===== src/hdl/homing_params.svh =====
// named constants for the homing supervision block
`ifndef HOMING_PARAMS_SVH
`define HOMING_PARAMS_SVH
// =====================================================================
// register byte offsets
`define HS_OFF_CTRL 8'h00
`define HS_OFF_MAXSW 8'h04
`define HS_OFF_SWLEN 8'h08
`define HS_OFF_MAXZERO 8'h0c
`define HS_OFF_STATUS 8'h10
`define HS_OFF_REPORT 8'h14
// =====================================================================
// widths and field positions
`define HS_DIST_W 24
`define HS_ID_W 8
`define HS_CTRL_START 0
`define HS_CTRL_RESET 1
`define HS_CTRL_CHAN_LO 8
`define HS_CTRL_AXIS_LO 16
`define HS_REP_CHAN_LO 16
`define HS_REP_AXIS_LO 24
`define HS_ST_DIST_LO 8
// =====================================================================
// error codes (decimal, as reported)
`define HS_ERR_NONE 16'h0000
`define HS_ERR_NO_SWITCH 16'h4e20
`define HS_ERR_SWITCH_LOST 16'h4e21
`define HS_ERR_NO_ZERO 16'h4e22
// =====================================================================
// reset values of configuration
`define HS_RST_DIST 24'h000000
`define HS_RST_ID 8'h00
`endif


===== src/hdl/homing_pkg.sv =====
// types shared by the homing supervision modules
package homing_pkg;
    // =================================================================
    // homing phases, one-hot
    typedef enum logic [5:0] {
        PH_IDLE = 6'h01,
        PH_SEEK_SWITCH = 6'h02,
        PH_BRAKE = 6'h04,
        PH_LEAVE = 6'h08,
        PH_SEEK_ZERO = 6'h10,
        PH_FAULT = 6'h20
    } phase_e;
    typedef logic [23:0] dist_t;
endpackage : homing_pkg


===== src/hdl/dist_counter_if.sv =====
// carrier between the phase logic and one distance accumulator
`timescale 1ns/10ps
interface dist_counter_if;
    logic clear;
    logic step;
    homing_pkg::dist_t limit;
    homing_pkg::dist_t count;
    logic over;
    modport owner (output clear, output step, output limit, input count, input over);
    modport counter (input clear, input step, input limit, output count, output over);
endinterface : dist_counter_if


===== src/hdl/dist_counter.sv =====
// distance accumulator with limit compare
`timescale 1ns/10ps
`include "homing_params.svh"
module dist_counter (
    input wire logic clock,
    input wire logic rst,
    input wire logic ce,
    dist_counter_if.counter port
);
    homing_pkg::dist_t count_reg;
    homing_pkg::dist_t count_next;

    // =================================================================
    // accumulate increments, saturate so a long run never wraps to small
    always_comb begin
        count_next = count_reg;
        if (port.clear) begin
            count_next = `HS_RST_DIST;
        end else if (port.step && (count_reg != {`HS_DIST_W{1'b1}})) begin
            count_next = count_reg + 24'h000001;
        end
    end

    always_ff @(posedge clock) begin
        if (rst) begin
            count_reg <= `HS_RST_DIST;
        end else if (ce) begin
            count_reg <= count_next;
        end
    end

    assign port.count = count_reg;
    assign port.over = (count_reg > port.limit);
endmodule : dist_counter


===== src/hdl/homing_supervision.sv =====
// homing supervision of one axis with apb register access
// What this block does
// - switch edge must come within max distance
// - switch lost before standstill raises error
// - zero marker missing within distance raises error
// - never accept a later zero marker
// - report carries channel and axis identifiers
// - errors latch until reset clears them
//
// Our own choices: the register offsets and the APB slave port.
`timescale 1ns/10ps
`include "homing_params.svh"
module homing_supervision (
    input wire logic clock,
    input wire logic rst,
    input wire logic ce,
    input wire logic psel,
    input wire logic penable,
    input wire logic pwrite,
    input wire logic [7:0] paddr,
    input wire logic [31:0] pwdata,
    output logic [31:0] prdata,
    output logic pready,
    output logic pslverr,
    input wire logic referenceSwitch,
    input wire logic zeroMarker,
    input wire logic travelStep,
    input wire logic axisStandstill,
    output logic startDisable,
    output logic stopAxis,
    output logic homed
);
    // =================================================================
    // pin synchronisers; stage one feeds only stage two
    logic [2:0] syncA_reg;
    logic [2:0] syncB_reg;
    logic [2:0] syncPrev_reg;
    logic [2:0] pins;
    assign pins = {travelStep, zeroMarker, referenceSwitch};

    always_ff @(posedge clock) begin
        if (rst) begin
            syncA_reg <= 3'h0;
            syncB_reg <= 3'h0;
            syncPrev_reg <= 3'h0;
        end else if (ce) begin
            syncA_reg <= pins;
            syncB_reg <= syncA_reg;
            syncPrev_reg <= syncB_reg;
        end
    end

    logic switchOn;
    logic switchRise;
    logic switchFall;
    logic markerRise;
    logic stepPulse;
    assign switchOn = syncB_reg[0];
    assign switchRise = syncB_reg[0] && !syncPrev_reg[0];
    assign switchFall = !syncB_reg[0] && syncPrev_reg[0];
    assign markerRise = syncB_reg[1] && !syncPrev_reg[1];
    assign stepPulse = syncB_reg[2] && !syncPrev_reg[2]; // one increment per rising edge

    // =================================================================
    // apb slave: answers in the first access cycle, no wait states
    logic writeHit;
    logic mapped;
    logic startCmd;
    logic resetCmd;
    assign writeHit = psel && penable && pwrite && pready;
    assign startCmd = writeHit && (paddr == `HS_OFF_CTRL) && pwdata[`HS_CTRL_START];
    assign resetCmd = writeHit && (paddr == `HS_OFF_CTRL) && pwdata[`HS_CTRL_RESET];

    always_comb begin
        unique case (paddr)
            `HS_OFF_CTRL, `HS_OFF_MAXSW, `HS_OFF_SWLEN, `HS_OFF_MAXZERO,
            `HS_OFF_STATUS, `HS_OFF_REPORT: mapped = 1'b1;
            default: mapped = 1'b0;
        endcase
    end

    // =================================================================
    // configuration registers
    homing_pkg::dist_t maxSwitch_reg;
    homing_pkg::dist_t maxSwitch_next;
    homing_pkg::dist_t switchLen_reg;
    homing_pkg::dist_t switchLen_next;
    homing_pkg::dist_t maxZero_reg;
    homing_pkg::dist_t maxZero_next;
    logic [7:0] channel_reg;
    logic [7:0] channel_next;
    logic [7:0] axisId_reg;
    logic [7:0] axisId_next;

    // ids and limits change only on a completed write
    always_comb begin
        maxSwitch_next = maxSwitch_reg;
        switchLen_next = switchLen_reg;
        maxZero_next = maxZero_reg;
        channel_next = channel_reg;
        axisId_next = axisId_reg;
        if (writeHit) begin
            unique case (paddr)
                `HS_OFF_CTRL: begin
                    channel_next = pwdata[`HS_CTRL_CHAN_LO +: `HS_ID_W];
                    axisId_next = pwdata[`HS_CTRL_AXIS_LO +: `HS_ID_W];
                end
                `HS_OFF_MAXSW: maxSwitch_next = pwdata[`HS_DIST_W-1:0];
                `HS_OFF_SWLEN: switchLen_next = pwdata[`HS_DIST_W-1:0];
                `HS_OFF_MAXZERO: maxZero_next = pwdata[`HS_DIST_W-1:0];
                default: ;
            endcase
        end
    end

    always_ff @(posedge clock) begin
        if (rst) begin
            maxSwitch_reg <= `HS_RST_DIST;
            switchLen_reg <= `HS_RST_DIST;
            maxZero_reg <= `HS_RST_DIST;
            channel_reg <= `HS_RST_ID;
            axisId_reg <= `HS_RST_ID;
        end else if (ce) begin
            maxSwitch_reg <= maxSwitch_next;
            switchLen_reg <= switchLen_next;
            maxZero_reg <= maxZero_next;
            channel_reg <= channel_next;
            axisId_reg <= axisId_next;
        end
    end

    // =================================================================
    // distance accumulators: switch seek / braking, and zero seek
    dist_counter_if swDist ();
    dist_counter_if zeroDist ();

    dist_counter u_sw_dist (
        .clock(clock),
        .rst(rst),
        .ce(ce),
        .port(swDist.counter)
    );

    dist_counter u_zero_dist (
        .clock(clock),
        .rst(rst),
        .ce(ce),
        .port(zeroDist.counter)
    );

    // =================================================================
    // homing phase machine and error latch
    homing_pkg::phase_e phase_reg;
    homing_pkg::phase_e phase_next;
    logic [15:0] errCode_reg;
    logic [15:0] errCode_next;
    logic [7:0] repChan_reg;
    logic [7:0] repChan_next;
    logic [7:0] repAxis_reg;
    logic [7:0] repAxis_next;
    logic homed_reg;
    logic homed_next;

    always_comb begin
        phase_next = phase_reg;
        errCode_next = errCode_reg;
        repChan_next = repChan_reg;
        repAxis_next = repAxis_reg;
        homed_next = homed_reg;
        unique case (phase_reg)
            homing_pkg::PH_IDLE: begin
                if (startCmd) begin
                    phase_next = homing_pkg::PH_SEEK_SWITCH;
                    homed_next = 1'b0;
                end
            end
            homing_pkg::PH_SEEK_SWITCH: begin
                if (switchRise) begin
                    phase_next = homing_pkg::PH_BRAKE;
                end else if (swDist.over) begin
                    phase_next = homing_pkg::PH_FAULT;
                    errCode_next = `HS_ERR_NO_SWITCH;
                end
            end
            homing_pkg::PH_BRAKE: begin
                // braking past the switch length means the switch is left
                if (!switchOn || swDist.over) begin
                    phase_next = homing_pkg::PH_FAULT;
                    errCode_next = `HS_ERR_SWITCH_LOST;
                end else if (axisStandstill) begin
                    phase_next = homing_pkg::PH_LEAVE;
                end
            end
            homing_pkg::PH_LEAVE: begin
                if (switchFall) begin
                    phase_next = homing_pkg::PH_SEEK_ZERO;
                end
            end
            homing_pkg::PH_SEEK_ZERO: begin
                // the first marker inside the window wins; beyond it none counts
                if (markerRise && !zeroDist.over) begin
                    phase_next = homing_pkg::PH_IDLE;
                    homed_next = 1'b1;
                end else if (zeroDist.over) begin
                    phase_next = homing_pkg::PH_FAULT;
                    errCode_next = `HS_ERR_NO_ZERO;
                end
            end
            homing_pkg::PH_FAULT: begin
                // a fault entered this same cycle is never cleared by it
                if (resetCmd) begin
                    phase_next = homing_pkg::PH_IDLE;
                    errCode_next = `HS_ERR_NONE;
                end
            end
        endcase
        if ((phase_reg != homing_pkg::PH_FAULT) && (phase_next == homing_pkg::PH_FAULT)) begin
            repChan_next = channel_reg;
            repAxis_next = axisId_reg;
        end
    end

    always_ff @(posedge clock) begin
        if (rst) begin
            phase_reg <= homing_pkg::PH_IDLE;
            errCode_reg <= `HS_ERR_NONE;
            repChan_reg <= `HS_RST_ID;
            repAxis_reg <= `HS_RST_ID;
            homed_reg <= 1'b0;
        end else if (ce) begin
            phase_reg <= phase_next;
            errCode_reg <= errCode_next;
            repChan_reg <= repChan_next;
            repAxis_reg <= repAxis_next;
            homed_reg <= homed_next;
        end
    end

    // counters clear whenever a new phase is entered
    assign swDist.clear = (phase_next != phase_reg);
    assign zeroDist.clear = (phase_next != phase_reg);
    assign swDist.step = stepPulse &&
        ((phase_reg == homing_pkg::PH_SEEK_SWITCH) || (phase_reg == homing_pkg::PH_BRAKE));
    assign zeroDist.step = stepPulse && (phase_reg == homing_pkg::PH_SEEK_ZERO);
    assign swDist.limit = (phase_reg == homing_pkg::PH_BRAKE) ? switchLen_reg : maxSwitch_reg;
    assign zeroDist.limit = maxZero_reg;

    // =================================================================
    // outputs and bus answer, all registered
    logic startDisable_reg;
    logic startDisable_next;
    logic stopAxis_reg;
    logic stopAxis_next;
    logic [31:0] prdata_reg;
    logic [31:0] prdata_next;
    logic pready_reg;
    logic pready_next;
    logic pslverr_reg;
    logic pslverr_next;

    always_comb begin
        startDisable_next = (phase_next == homing_pkg::PH_FAULT);
        stopAxis_next = (phase_next == homing_pkg::PH_FAULT) ||
            (phase_next == homing_pkg::PH_LEAVE && phase_reg == homing_pkg::PH_BRAKE);
        pready_next = psel && !penable;
        pslverr_next = psel && !penable && !mapped;
        prdata_next = 32'h00000000;
        if (psel && !penable && !pwrite) begin
            unique case (paddr)
                `HS_OFF_CTRL: prdata_next = {8'h00, axisId_reg, channel_reg, 8'h00};
                `HS_OFF_MAXSW: prdata_next = {8'h00, maxSwitch_reg};
                `HS_OFF_SWLEN: prdata_next = {8'h00, switchLen_reg};
                `HS_OFF_MAXZERO: prdata_next = {8'h00, maxZero_reg};
                `HS_OFF_STATUS: prdata_next = {8'h00, swDist.count[15:0] | zeroDist.count[15:0],
                    homed_reg, startDisable_reg, phase_reg};
                `HS_OFF_REPORT: prdata_next = {repAxis_reg, repChan_reg, errCode_reg};
                default: prdata_next = 32'h00000000;
            endcase
        end
    end

    always_ff @(posedge clock) begin
        if (rst) begin
            startDisable_reg <= 1'b0;
            stopAxis_reg <= 1'b0;
            prdata_reg <= 32'h00000000;
            pready_reg <= 1'b0;
            pslverr_reg <= 1'b0;
        end else if (ce) begin
            startDisable_reg <= startDisable_next;
            stopAxis_reg <= stopAxis_next;
            prdata_reg <= prdata_next;
            pready_reg <= pready_next;
            pslverr_reg <= pslverr_next;
        end
    end

    assign pready = pready_reg;
    assign prdata = prdata_reg;
    assign pslverr = pslverr_reg;
    assign startDisable = startDisable_reg;
    assign stopAxis = stopAxis_reg;
    assign homed = homed_reg;
endmodule : homing_supervision


===== config.mk =====
export PLATFORM = sky130hd
export DESIGN_NAME = homing_supervision
export DESIGN_NICKNAME = d
export VERILOG_FILES = /design/src/hdl/homing_pkg.sv /design/src/hdl/dist_counter_if.sv /design/src/hdl/dist_counter.sv /design/src/hdl/homing_supervision.sv
export VERILOG_INCLUDE_DIRS = /design/src /design/src/hdl
export SDC_FILE = /design/constraint.sdc
export NUM_CORES = 1
export LEC_CHECK = 0
export BUFFER_PORTS_ARGS = -buffer_cell sky130_fd_sc_hd__buf_4
export CAP_MARGIN = 20
export CORE_ASPECT_RATIO = 0.6
export CORE_MARGIN = 1.5
export CORE_UTILIZATION = 44
export CTS_CLUSTER_DIAMETER = 40
export DETAILED_ROUTE_END_ITERATION = 8
export GPL_TIMING_DRIVEN = 0
export SYNTH_ARGS = -nofsm -noshare
export SYNTH_HDL_FRONTEND = slang
export SYNTH_SLANG_ARGS = --single-unit

===== constraint.sdc =====
create_clock -name clock -period 6.1 [get_ports clock]
set_input_delay 0.61 -clock clock [delete_from_list [all_inputs] [get_ports clock]]
set_output_delay 0.61 -clock clock [all_outputs]
set_load 0.005 [all_outputs]

[After elaboration in Yosys (flattened, before gate mapping)]
Cells that the tools add are included.
Operators by class
  $add $sub $neg: 2
  order comparisons: 2
  equal/unequal tests: 25
  multiplexer cells: 28
  bitwise operators: 1
  reduce and logical (&&, ||, !) cells: 46
Operators with widths (number)
  $pmux 32 s6: 1
  $mux 24: 5
  $mux 16: 6
  $pmux 16 s4: 1
  $mux 6: 9
  $add 24x1->24 const B: 2
  $gt 24x24->1: 2
  $ne 24x24->1 const B: 2
  $pmux 6 s6: 1
  $mux 32: 1
  $logic_and 1x1->1: 20
  $eq 8x4->1 const B: 2
  $eq 8x5->1 const B: 2
  $ne 2x2->1 const B: 8
  $or 16x16->16: 1
  $eq 6x4->1 const B: 2
  $eq 6x6->1 const B: 2
  $reduce_and 3->1: 4
  $eq 8x3->1 const B: 1
  $logic_not 1->1: 8
  $logic_not 8->1: 1
  $reduce_and 8->1: 1
  $eq 6x1->1 const B: 1
  $eq 6x2->1 const B: 1
  12 further kinds: 20
Storage, ports and cells
  register bits after elaboration: 220
  bits of input ports: 50
  output and inout bits: 37
  word-level logic and storage cells: 124

[Longest topological paths before layout]
Gate-level depths: netlist of run 1.
  depth in word-level cells: 10
  gate-level depth with buffers: 17
  depth with buffers taken out: 13

[Cells and area by module]
Synthesis of run 1 repeated with hierarchy kept, for this count alone.
Unflattened totals
  cells, all modules: 1493
  area total of the unflattened synthesis: 11488.5 µm²
Modules (own cells, without submodules)
  homing_supervision: times used 1, cells each 955, area each 7362.1 µm², seq. area each 3183.1 µm²
  dist_counter: times used 2, cells each 269, area each 2063.2 µm², seq. area each 480.5 µm²

[Worst setup path before layout of run 1]
No wires, ideal clock.
  path kind: register to register
  from: reg phase_reg[5]
  to: reg repAxis_reg[7]
  library setup time: 0.116 ns
  arrival: 4.146 ns
  data required time: 5.984 ns
  slack: 1.838 ns
  stages on the path, launching flop included: 17
  path buffers: 4
  period minus slack after synthesis: 4.262 ns
  path through: dfxtp_1 > clkbuf_1 > nor4_2 > nand2_1 > buf_1 > mux2i_1 > ha_1 > nand4_1 > or4_1 > a311o_1 > nand2_1 > o21ai_1 > a211oi_1 > buf_2 > buf_2 > a21oi_1 > a31o_2
On the way
  longest elaborated chain between the ends: 9
  elaborated cells between the ends (all ways): 23
  those cells by class: order compare: 1; eq/ne: 8; mux: 11; reduce/logical: 3
RTL lines
  start: declaration: line homing_supervision.sv:153  | homing_pkg::phase_e phase_reg;
  start signal: assignment: line homing_supervision.sv:225  | phase_reg <= homing_pkg::PH_IDLE;
  start signal: assignment: line homing_supervision.sv:231  | phase_reg <= phase_next;
  $eq 6x3->1: line homing_supervision.sv:170, homing_supervision.sv:245
  $mux 24: line homing_supervision.sv:245  | assign swDist.limit = (phase_reg == homing_pkg::PH_BRAKE) ? switchLen_reg : maxSwitch_reg;
  $gt 24x24->1: line dist_counter.sv:33  | assign port.over = (count_reg > port.limit);
  $mux 6 / $logic_or 1x1->1 (equally long branches): line homing_supervision.sv:180, homing_supervision.sv:187
  $mux 6, on equally long branches: line homing_supervision.sv:178, homing_supervision.sv:187
  $pmux 6 s6: line homing_supervision.sv:170  | unique case (phase_reg)
  $eq 6x6->1: line homing_supervision.sv:217  | if ((phase_reg != homing_pkg::PH_FAULT) && (phase_next == homing_pkg::PH_FAULT)) begin
  $logic_and 1x1->1 (*): line homing_supervision.sv:217
  $reduce_and 2->1 (no source line) (*)
  end signal: assignment: line homing_supervision.sv:228  | repAxis_reg <= `HS_RST_ID;
  end signal: assignment: line homing_supervision.sv:234  | repAxis_reg <= repAxis_next;
  end: declaration: line homing_supervision.sv:159  | logic [7:0] repAxis_reg;
Mark *: on every way between the ends. The rest lies on a longest branch, timed or not.
A chain may end at the register's enable or synchronous reset.

[Worst setup path in the final report of run 1]
  from: reg phase_reg[2]
  to: reg repAxis_reg[7]
Same word-level chain as after synthesis.

==> results of run 1 <==
## cell usage in the layout (no fill, tap or decap), drive strengths merged, types with 8 or more instances in the layout
cell / netlist / layout
nor2: 123 / 123
o21ai: 37 / 37
mux2i: 93 / 93
a22oi: 45 / 45
inv: 39 / 42
nand2b: 8 / 8
mux4: 8 / 8
a21oi: 108 / 108
or3: 10 / 10
a31o: 20 / 20
nor3: 34 / 34
dfxtp: 207 / 207
buf: 20 / 95
nor4: 10 / 10
clkbuf: 75 / 110
and2: 9 / 9
or2: 12 / 12
nand4: 38 / 38
a211o: 10 / 10
a211oi: 9 / 9
nand2: 199 / 199
a31oi: 8 / 8
and3: 14 / 14
ha: 50 / 50
nor2b: 9 / 9
nand3: 38 / 38
o22ai: 11 / 11
mux2: 9 / 9
and4: 16 / 16
## cell type report
cell class	instances	area share [%]
sequential	207	30.81
tap	329	3.060
multi-input combinational	1033	50.00
clock buffer	34	5.758
clock inverter	17	2.140
inverter	41	1.144
buffer	95	2.865
timing repair buffer	76	4.223
## power groups by stage
stage	logic (µW)	clock network [µW]	registers, µW
CTS	203	1890	1360
global placement	203	0	1390
detailed placement	202	0	1390
global route	220	1950	1360
floorplan	103	0	1390
finish	213	1890	1360
## cells by family after synthesis
group | count (synthesis) | share of synthesized area, %
buffers and inverters | 136 | 4.722
flip-flops | 207 | 36.37
AO/OA/AOI/OAI | 326 | 19.53
adder cells (fa/ha/maj) | 50 | 5.490
AND/OR/NAND/NOR | 543 | 22.94
multiplexers | 110 | 10.64
XOR/XNOR | 4 | 0.3074
## worst min-delay path: cells and delay by family
family	cells	cell delay, ps
buffers and inverters	1	80
AND/OR/NAND/NOR	1	70
multiplexers	1	50
## worst max path at each step
| stage | cells past startpoint | to |
|---|---|---|
| after floorplan | 16 | repAxis_reg[7] |
| after CTS | 16 | repAxis_reg[7] |
| after detailed placement | 16 | repChan_reg[5] |
| final | 16 | repAxis_reg[7] |
| after global routing | 16 | repChan_reg[6] |
| after global placement | 16 | repChan_reg[3] |
## layer usage
| metal | up-vias | GRT usage (%) |
|---|---|---|
| met3 | 70 | 8.868 |
| met4 | 0 | 7.647 |
| met5 | - | 1.089 |
| li1 | 5254 | - |
| met2 | 727 | 44.13 |
| met1 | 5611 | 54.97 |
## repair_timing
action	4_1_cts	5_1_grt
endpoints found under the setup margin	0	12
gates resized for setup	0	4
hold endpoints to repair	0	0
## through the flow
step	hold WS, ps	instance area [µm²]	total power (µW)
4_1_cts	286.3	13430	3457
6_report	290.0	13450	3461
3_3_place_gp	454.5	12370	1592
2_1_floorplan	445.5	11390	1493
5_1_grt	291.3	13450	3535
3_5_place_dp	459.5	12370	1592
==> results.tsv, run 1 <==
metric	value	unit
status	finished, final reports clean	
top_layer	met4	
p_sw_share	24.37	%
grt_usage	34.32	%
finalCritPeriodShare	95.83	%
relSlewSlack	27.70	%
cp-end-kind	register	
worst_slack	254.4	ps
clkPwrFrac	54.5	%
internal_power	2618	µW
grt_pass1_vias	10360	
antenna_found_initial	0	
cts_made_buffers	28	
wire_per_inst	25.36	µm
yosysMostFrequentCell	dfxtp_1	
rsz0062_at_grt	false	
fin_crit	5846	ps
vias	11660	
cp.arrival	6300	ps
h-tree-depth	1	
path_buf_inv	4	
ys_warn_count	0	
finalSetupViolCount	0	
seqPwrFrac	39.3	%
grt_pass1_wl	67990	µm
yosysSeqAreaShare	36.37	%
reg2reg_to	repAxis_reg[7]	
routed_wl	46470	µm
synth.area.top_cells	dfxtp_1 36%, mux2i_1 8.2%, nand2_1 6.6%	
power-per-cell-area	257.3	nW/µm²
finClkSkew	9.108	ps
synthTopCellsByCount	207 x dfxtp_1, 199 x nand2_1, 123 x nor2_1	
cpMaxStageDelayCell	or4_1	
io_buffers	75	
synth_cells	1376	
p_sw	843.5	µW
hpwlAfterDp	35540	µm
combPwrFrac	6.2	%
hold_viol_final	0	
hold_path.class	input port to register	
clockRootBuffer	clkbuf_16	
hold_path_depth	3	
rows	45	
ff2ff_path_depth	16	
drc	0	
regArea	4144	µm²
synthToLayoutAreaGrowth	18.04	%
async_reset_ff_share	0	%
cap_violations	0	
min_from	travelStep	
n_fill_cell	2415	
leakage	0.005423	µW
wl_met2	17200	µm
synth_top_area_cell	dfxtp_1	
post-place-ws	185.5	ps
grt_max_degree	14	
start_util	44.97	%
synth_edf_count	0	
post_cts_buffers	0	
syn-num-nets	1476	
path_cells	buf_1 -> nor2b_1 -> nand2_1 -> clkbuf_2 -> mux2i_1 -> ha_1 -> nand4_1 -> or4_1 -> a311o_1 -> nand2_1 -> o21ai_1 -> a211oi_1 -> buf_2 -> buf_2 -> a21oi_1 -> a31o_2	
ys_ff_latch	207	
dieArea	26900	µm²
slew_viol_final	0	
multi_input_area	6725	µm²
clk_pin_slew	60	ps
synth_area	11390	µm²
die_height	127.7	µm
drtIter0Drc	1462	
routabilityCongestion	0.9561	
cts_hold_buffers	0	
synth_top_area_share	36.37	%
max_freq	171.1	MHz
min_to	syncA_reg[2]	
core_area	25340	µm²
grt_overflow	0	
ys_types	74	
worst_slew_pin_slew	1084	ps
diodes	0	
crit_path_start	phase_reg[2]	
largest_register_ff_count	32	
worstPathRequired	6550	ps
die_w	210.8	µm
peakVddDrop	182.0	µV
cts_buffer_depth	3	
postRouteAntennaNets	0	
clk-insertion-delay-late	560	ps
tns	0	ps
io_pins	87	
syn_area_per_cell	8.281	µm²
timing.critical_path.max_delay_family	simple AND/OR/NAND/NOR gates	
fin_util	53.09	%
num-nets-final	1582	
drive_gt1_share	13.11	%
avgViaCountPerCell	6.366	
critPathMaxFanout	10	
r2r-start	phase_reg[2]	
dr_wl_met3	6458	µm
firstDrtPassIters	6	
placed_cells	1780	
start_kind	register	
final_cell_count_no_fill	1832	
ys.flop_type	dfxtp_1	
wl_met1	21860	µm
r2r_slack	250	ps
cts.sinks	207	
critical_path_class	register to register	
max_stage_delay	690	ps
cts_tree	built	
Note: power is estimated with default switching activity, not from simulation.
==> run 2: changes to the inputs <==
Settings changed: CORE_UTILIZATION 44 to 40.
==> run 2 against run 1 <==
Utilization fell by 5.0 points; die area rose by 9.8%; sequential power barely moved; register-to-register slack got worse by 70 ps; clock-buffer cell count fell by 3; final cell count rose by 1.7%; hold slack improved by 20 ps; sequential share of layout area rose by 0.25 points; largest cell class unchanged; routed wire length rose by 1.0%.
==> results.tsv, run 2 (synthesis results as in run 1) <==
metric	value	unit
core_area	27760	µm²
cp.arrival	6350	ps
hold_path.class	input port to register	
regArea	4144	µm²
vias	11610	
cp-end-kind	register	
largest_register_ff_count	32	
grt_pass1_vias	10380	
drc	0	
post_cts_buffers	0	
relSlewSlack	19.79	%
antenna_found_initial	0	
grt_usage	31.00	%
cpMaxStageDelayCell	or4_1	
layout_common_cells	207 x dfxtp_1, 199 x nand2_1, 123 x nor2_1	
path_cells	buf_1 -> nor2b_1 -> nand2_1 -> clkbuf_2 -> mux2i_1 -> ha_1 -> nand4_1 -> or4_1 -> a311o_1 -> nand2_1 -> o21ai_1 -> a211oi_2 -> buf_2 -> buf_2 -> a21oi_1 -> a31o_2	
fin_util	48.08	%
rows	47	
hpwlAfterDp	36280	µm
routabilityCongestion	0.9723	
grt_pass1_wl	67920	µm
ff2ff_path_depth	16	
num-nets-final	1579	
whs	310.2	ps
avgViaCountPerCell	6.234	
final_common_cell	dfxtp_1	
die_w	220.9	µm
grt_max_degree	14	
placed_cells	1818	
drive_gt1_share	12.70	%
die_height	133.7	µm
leakage	0.005350	µW
finalCritPeriodShare	97.06	%
peakVddDrop	172.0	µV
critPathMaxFanout	10	
clk_pin_slew	60	ps
fin_crit	5920	ps
cts_buffer_depth	3	
tns	0	ps
firstDrtPassIters	8	
start_kind	register	
power-per-cell-area	243.4	nW/µm²
hold_path_depth	3	
cts_made_buffers	26	
reg2reg_to	repAxis_reg[7]	
clockRootBuffer	clkbuf_16	
hold_viol_final	0	
finalSetupViolCount	0	
synthToLayoutAreaGrowth	17.11	%
wire_per_inst	25.19	µm
cap_violations	0	
io_pins	87	
min_from	referenceSwitch	
grt_overflow	0	
finClkSkew	24.18	ps
max_freq	168.9	MHz
worstPathRequired	6530	ps
multi_input_area	6726	µm²
diodes	0	
routed_wl	46940	µm
drtIter0Drc	1381	
final_cell_count_no_fill	1863	
clk-insertion-delay-late	560	ps
n_fill_cell	2734	
max_stage_delay	720	ps
postRouteAntennaNets	0	
start_util	41.05	%
cts.sinks	207	
worst_slew_pin_slew	1195	ps
h-tree-depth	1	
io_buffers	75	
dieArea	29540	µm²
cts_tree	built	
min_to	syncA_reg[0]	
rsz0062_at_grt	false	
status	finished, final reports clean	
r2r-start	phase_reg[2]	
r2r_slack	180	ps
slew_viol_final	0	
critical_path_class	register to register	
## run 2: changes by cell type in the layout (fill, tap and decap cells not counted), moves of 2 or more
cell / change
clkbuf_16: -2
clkinv_4: -2
bufinv_16: -3
inv_8: +2
## run 2: final cells by class
class | count | share of cell area (%)
Buffer | 95 | 2.888
Clock buffer | 31 | 5.326
Clock inverter | 14 | 1.510
Inverter | 41 | 1.153
Multi-Input combinational cell | 1033 | 50.41
Sequential cell | 207 | 31.05
Tap cell | 367 | 3.441
Timing Repair Buffer | 75 | 4.219
## run 2: worst max path at each step
stage | from | endpoint | depth (start not counted)
global route | phase_reg[2] | repChan_reg[6] | 16
CTS | phase_reg[5] | repAxis_reg[7] | 16
global placement | phase_reg[1] | repAxis_reg[7] | 16
finish | phase_reg[2] | repAxis_reg[7] | 16
detailed placement | phase_reg[1] | repAxis_reg[7] | 16
floorplan | phase_reg[5] | repAxis_reg[7] | 16
## run 2: critical path: cells and delay by family, from the launching register on
| kind | cells | cell delay (ps) |
|---|---|---|
| and+or+nand+nor | 5 | 1600 |
| buffers and inverters | 4 | 1500 |
| AOI/OAI and AO/OA | 5 | 1500 |
| muxes | 1 | 590 |
| DFF | 1 | 360 |
| adders and majority gates | 1 | 230 |
## run 2: report_power, final
| part | total (µW) | switching, µW | leakage [µW] | internal [µW] |
|---|---|---|---|---|
| Clock | 1670 | 663 | 0.000440 | 1010 |
| Sequential | 1360 | 3.65 | 0.00167 | 1360 |
| Combinational | 217 | 159 | 0.00324 | 57.4 |
| Total | 3250 | 826 | 0.00535 | 2420 |
## run 2: what timing repair did
action / 4_1_cts / 5_1_grt
gates resized for setup: 2 / 2
hold endpoints to repair: 0 / 0
setup endpoints to repair: 8 / 44
hold buffers: 0 / 0
## run 2: layer usage
metal | track usage [%] | share of wire, % | vias up
met4 | 7.931 | 2.7 | 0
met3 | 12.66 | 15 | 89
met1 | 46.46 | 47 | 5556
met5 | 0 | 0 | -
met2 | 39.66 | 36 | 710
li1 | - | - | 5259
## run 2: metrics by stage
step           setup slack (ps)  cell area, µm²  total power, µW
2_1_floorplan              1838           11390             1493
3_3_place_gp             -15.90           12420             1595
3_5_place_dp             -27.60           12420             1595
4_1_cts                   15.41           13340             3241
5_1_grt                   24.24           13340             3317
6_report                  179.6           13340             3247
